`config.mk`:
```
export PLATFORM = sky130hd
export DESIGN_NAME = isu_int_shift_subtract_unit
export DESIGN_NICKNAME = d
export VERILOG_FILES = /design/src/logic/isu_pkg.sv /design/src/logic/isu_int_shift_subtract_unit.sv
export SDC_FILE = /design/constraint.sdc
export NUM_CORES = 1
export LEC_CHECK = 0
export ABC_AREA = 1
export BUFFER_PORTS_ARGS = -buffer_cell sky130_fd_sc_hd__buf_2
export CAP_MARGIN = 0
export CORE_ASPECT_RATIO = 1.25
export CORE_MARGIN = 4
export CORE_UTILIZATION = 40
export DETAILED_ROUTE_END_ITERATION = 16
export PLACE_DENSITY_LB_ADDON = 0.3
export SYNTH_ARGS = -nofsm -noshare
export SYNTH_HDL_FRONTEND = slang
export SYNTH_SLANG_ARGS = --single-unit
export TNS_END_PERCENT = 30
```
`constraint.sdc`:
```
create_clock -name clk -period 3.8 [get_ports clk]
set_input_delay 0.57 -clock clk [delete_from_list [all_inputs] [get_ports clk]]
set_output_delay 0.57 -clock clk [all_outputs]
set_load 0.005 [all_outputs]
```
`src/logic/isu_pkg.sv`:
```
// constants and operation codes for the integer shift and subtract slice
// assumes a single core clock and a synchronous active-low core reset
package isu_pkg;
  // data word width
  localparam int WORD_W = 32;
  // width of a shift count
  localparam int SHAMT_W = 5;
  // sign bit position of a word
  localparam int SIGN_POS = 31;
  // reset value of the result register
  localparam logic [WORD_W-1:0] RESULT_RST = 32'h0;
  // reset value of the write enable and overflow flags
  localparam logic FLAG_RST = 1'b0;
  // latency from accept to result in core cycles
  localparam int LATENCY = 1;
  // operation select
  typedef enum logic [2:0] {
    ISU_SRA_REG,
    ISU_SRL_IMM,
    ISU_SRL_REG,
    ISU_SUB_TRAP,
    ISU_SUB_MOD
  } isu_op_e;
endpackage : isu_pkg

```
`src/logic/isu_int_shift_subtract_unit.sv`:
```
// integer execution slice: three right shifts and two subtracts
// assumes operands are synchronous to clk and valid while opValid is high
// assumes the register file and exception logic act on the registered outputs
`timescale 1ns/1ps
`default_nettype none
module isu_int_shift_subtract_unit (
  input wire logic clk,
  input wire logic resetn,
  input wire logic clkEn,
  input wire logic opValid,
  input wire isu_pkg::isu_op_e opSel,
  input wire logic [isu_pkg::WORD_W-1:0] firstSource,
  input wire logic [isu_pkg::WORD_W-1:0] secondSource,
  input wire logic [isu_pkg::SHAMT_W-1:0] shiftAmountField,
  output logic [isu_pkg::WORD_W-1:0] result,
  output logic destWrite,
  output logic overflow
);
  import isu_pkg::*;

  // registered outputs and their next values
  logic [WORD_W-1:0] result_q, result_d;
  logic destWrite_q, destWrite_d;
  logic overflow_q, overflow_d;
  // shift count for the register forms, taken from the count operand
  logic [SHAMT_W-1:0] shiftCount;
  // sign-extended 33-bit difference
  logic [WORD_W:0] diffWide;

  // next-value computation for all operations
  always_comb
  begin
    result_d = RESULT_RST;
    destWrite_d = FLAG_RST;
    overflow_d = FLAG_RST;
    // register forms use only the low five bits of the count operand
    shiftCount = firstSource[SHAMT_W-1:0];
    diffWide = {firstSource[SIGN_POS], firstSource} - {secondSource[SIGN_POS], secondSource};
    if (opValid)
    begin
      case (opSel)
        // arithmetic shift, sign copied into vacated bits
        ISU_SRA_REG:
        begin
          result_d = WORD_W'($signed(secondSource) >>> shiftCount);
          destWrite_d = 1'b1;
        end
        // logical shift by instruction field, not register
        ISU_SRL_IMM:
        begin
          result_d = secondSource >> shiftAmountField;
          destWrite_d = 1'b1;
        end
        // logical shift by register count
        ISU_SRL_REG:
        begin
          result_d = secondSource >> shiftCount;
          destWrite_d = 1'b1;
        end
        // trapping subtract: suppress write on overflow
        ISU_SUB_TRAP:
        begin
          result_d = diffWide[WORD_W-1:0];
          overflow_d = diffWide[WORD_W] != diffWide[SIGN_POS];
          destWrite_d = !overflow_d;
        end
        // modulo subtract: always write, never flag
        ISU_SUB_MOD:
        begin
          result_d = diffWide[WORD_W-1:0];
          destWrite_d = 1'b1;
        end
        // unknown select gives no write
        default:
        begin
          result_d = RESULT_RST;
        end
      endcase
    end
  end

  // output registers, cleared by reset, frozen while clkEn is low
  always_ff @(posedge clk)
  begin
    if (!resetn)
    begin
      result_q <= RESULT_RST;
      destWrite_q <= FLAG_RST;
      overflow_q <= FLAG_RST;
    end
    else if (clkEn)
    begin
      result_q <= result_d;
      destWrite_q <= destWrite_d;
      overflow_q <= overflow_d;
    end
  end

  assign result = result_q;
  assign destWrite = destWrite_q;
  assign overflow = overflow_q;

  // assertion helpers: immediate shift input taken in the current enabled cycle
  logic takenSrl;
  assign takenSrl = clkEn && opValid && opSel == ISU_SRL_IMM;
endmodule : isu_int_shift_subtract_unit
`default_nettype wire

```
==> results.sh <==
export IMPL_async_reset_ff_frac=0
export IMPL_syn2layout_area_growth_pct=10.8
export IMPL_synth_edf_count=0
export IMPL_worstMarginPinSlew_ps=1050
export IMPL_worstPathMaxFanout=5
export IMPL_final_cell_area_um2=8190
export IMPL_p_per_area_nw_per_um2=242
export IMPL_power_leakage_uw=0.00416
export IMPL_dieArea_um2=20700
export IMPL_antenna_found_initial=0
export IMPL_antenna_cells=0
export IMPL_netlist_instances=1454
export IMPL_holdWs_ps=462
export IMPL_antenna_left=0
export IMPL_worstSetupEndpointType="register"
export IMPL_dp_hpwl_um=28500
export IMPL_synth_area_per_cell_um2=5.08
export IMPL_die_y_um=160
export IMPL_gp_congestion=1.08
export IMPL_critical_path_class="input pin to register"
export IMPL_cts_setup_buffers=0
export IMPL_portBuffers=109
export IMPL_grt_first_pass_wirelength_um=53600
export IMPL_min_path_type="register to register"
export IMPL_min_period_ps=3120
export IMPL_holdPathStages=2
export IMPL_status="finished, final reports clean"
export IMPL_clk_pin_slew_ps=60
export IMPL_dr_total_vias=10400
export IMPL_grt_overflow=0
export IMPL_first_global_vias=9503
export IMPL_reg2reg_from="result[12]"
export IMPL_post_synth_num_cell_types=33
export IMPL_synth_common_cells="486 x nand2_1, 376 x nand3_1, 112 x a21oi_1, 110 x inv_1, 69 x o21ai_0"
export IMPL_final_setup_viol_count=0
export IMPL_cts_resized=0
export IMPL_grt_util_all_layers=0.330
export IMPL_finalCritPeriodShare=0.820
export IMPL_insertion_delay_ps=280
export IMPL_setup_tns_ps=0
export IMPL_cts_tree="built"
export IMPL_clockRootBuffer="clkbuf_16"
export IMPL_start_util=0.408
export IMPL_drv_slew=0
export IMPL_finalHoldViolCount=0
export IMPL_ys_seq_area_frac=0.0922
export IMPL_max_freq_ghz=0.321
export IMPL_core_area_um2=18100
export IMPL_drtIter0Drc=1673
export IMPL_relSlewSlack=0.297
export IMPL_dpl_instance_area_um2=8040
export IMPL_critical_path_arrival_ps=3300
export IMPL_via_per_inst=5.98
export IMPL_cts_buffers=5
export IMPL_synth_nets=1563
export IMPL_r2r_cells=2
export IMPL_synth_top_area_share=0.255
export IMPL_wl_um=35200
export IMPL_drc=0
export IMPL_vdd_drop_max_mv=0.227
export IMPL_synth_flop_cell="dfxtp_1"
export IMPL_regToRegSetupSlack_ps=3110
export IMPL_ys_ff_latch=34
export IMPL_rsz0062_at_grt="no"
export IMPL_num_rows=55
export IMPL_startpoint_type="input pin"
export IMPL_hold_end="result[18]"
export IMPL_synth_top_area_cell="nand3_1"
export IMPL_power_uw=1980
export IMPL_r2r_end="result[12]"
export IMPL_synth_most_common_cell="nand2_1"
export IMPL_ys_warn_count=0
export IMPL_wl_per_cell_um=20.2
export IMPL_grt_start_max_net_pins=61
export IMPL_clock_skew_ps=0
export IMPL_synth_area_um2=7390
export IMPL_io_pins=110
export IMPL_first_pass_iters=6
export IMPL_worstHoldStart="result[18]"
export IMPL_drv_cap=0
export IMPL_drive_gt1_frac=0.110
export IMPL_die_width_um=130
export IMPL_clockBufferDepth=2
export IMPL_worst_ep_required_time_ps=3980
export IMPL_h_tree_depth=2
export IMPL_cts_sinks=34
export IMPL_ctsHoldBuffers=0
export IMPL_synth_area_leaders="nand3_1 25%, nand2_1 25%, dfxtp_1 9.2%"
export IMPL_nets=1626
[worst max path at each step]
stage / cells past startpoint / endpoint / startpoint
finish: 17 / result[28] / firstSource[0]
detailed placement: 17 / result[28] / firstSource[0]
floorplan: 19 / result[28] / firstSource[0]
CTS: 17 / result[28] / firstSource[0]
global placement: 17 / result[28] / firstSource[0]
global route: 17 / result[28] / firstSource[0]
[sequential cells by signal (all words and copies together), names as in the netlist]
register,flops
destWrite,1
result,32
overflow,1
[where the power goes]
| part | switching (µW) | total, µW | internal (µW) |
|---|---|---|---|
| clock network | 151 | 410 | 259 |
| registers | 6.51 | 375 | 369 |
| logic | 835 | 1200 | 362 |
[metal layers]
layer	share of wire	track usage
met1	0.41	0.444
met2	0.44	0.514
met3	0.083	0.0288
met4	0.070	0.183
met5	0	0
[layout by cell type (no fill, tap or decap), drive strengths merged]
cell and n:
o21ai 78, nand2 489, clkinvlp 1, o22ai 1, clkinv 3, a21boi 2, and3 1, o211ai 12
or2 6, nand3 381, fa 1, buf 132, o21a 3, nor3 11, a21oi 112, o21bai 5
nand4 20, ha 32, dfxtp 34, nand3b 4, nor4 2, inv 112, nor2 68, clkbuf 6
xnor2 2
[kinds of logic (layout without fill, tap and decap cells)]
| kind of cell | count (synthesis) | in the layout | share of synthesized area |
|---|---|---|---|
| compound gates | 213 | 213 | 0.158 |
| xor+xnor | 2 | 2 | 0.00237 |
| fa+ha+maj | 33 | 33 | 0.0569 |
| buf+inv | 190 | 254 | 0.107 |
| flops | 34 | 34 | 0.0922 |
| simple gates | 982 | 982 | 0.583 |
[final cells by class]
cell class / instances / area (µm²)
repair buffers: 132 / 718
fillers: 2087 / 9910
inverters: 114 / 428
flip-flops and latches: 34 / 681
well taps: 228 / 285
clock buffers: 6 / 139
clock inverters: 2 / 12.5
multi-input cells: 1230 / 5920
[critical path, stage by stage]
cell	delay, ps
buf_2	90
inv_1	50
ha_1	270
fa_1	420
inv_1	110
nand3_1	70
nand2_1	160
inv_1	50
o21ai_0	700
nand2_1	160
nand2_1	130
nand2_1	70
nand3b_1	100
nand3_1	70
nand2_1	70
nand2_1	50
a21oi_1	140
[through the flow]
step	cells	util	worst slack (ps)
final	1746	0.452	683
after global routing	1746	0.452	369
after CTS	1746	0.452	777
after detailed placement	1738	0.444	488
after global placement	1738	0.444	589
after floorplan	1454	-	981
Power figures use the tool's default switching activity.
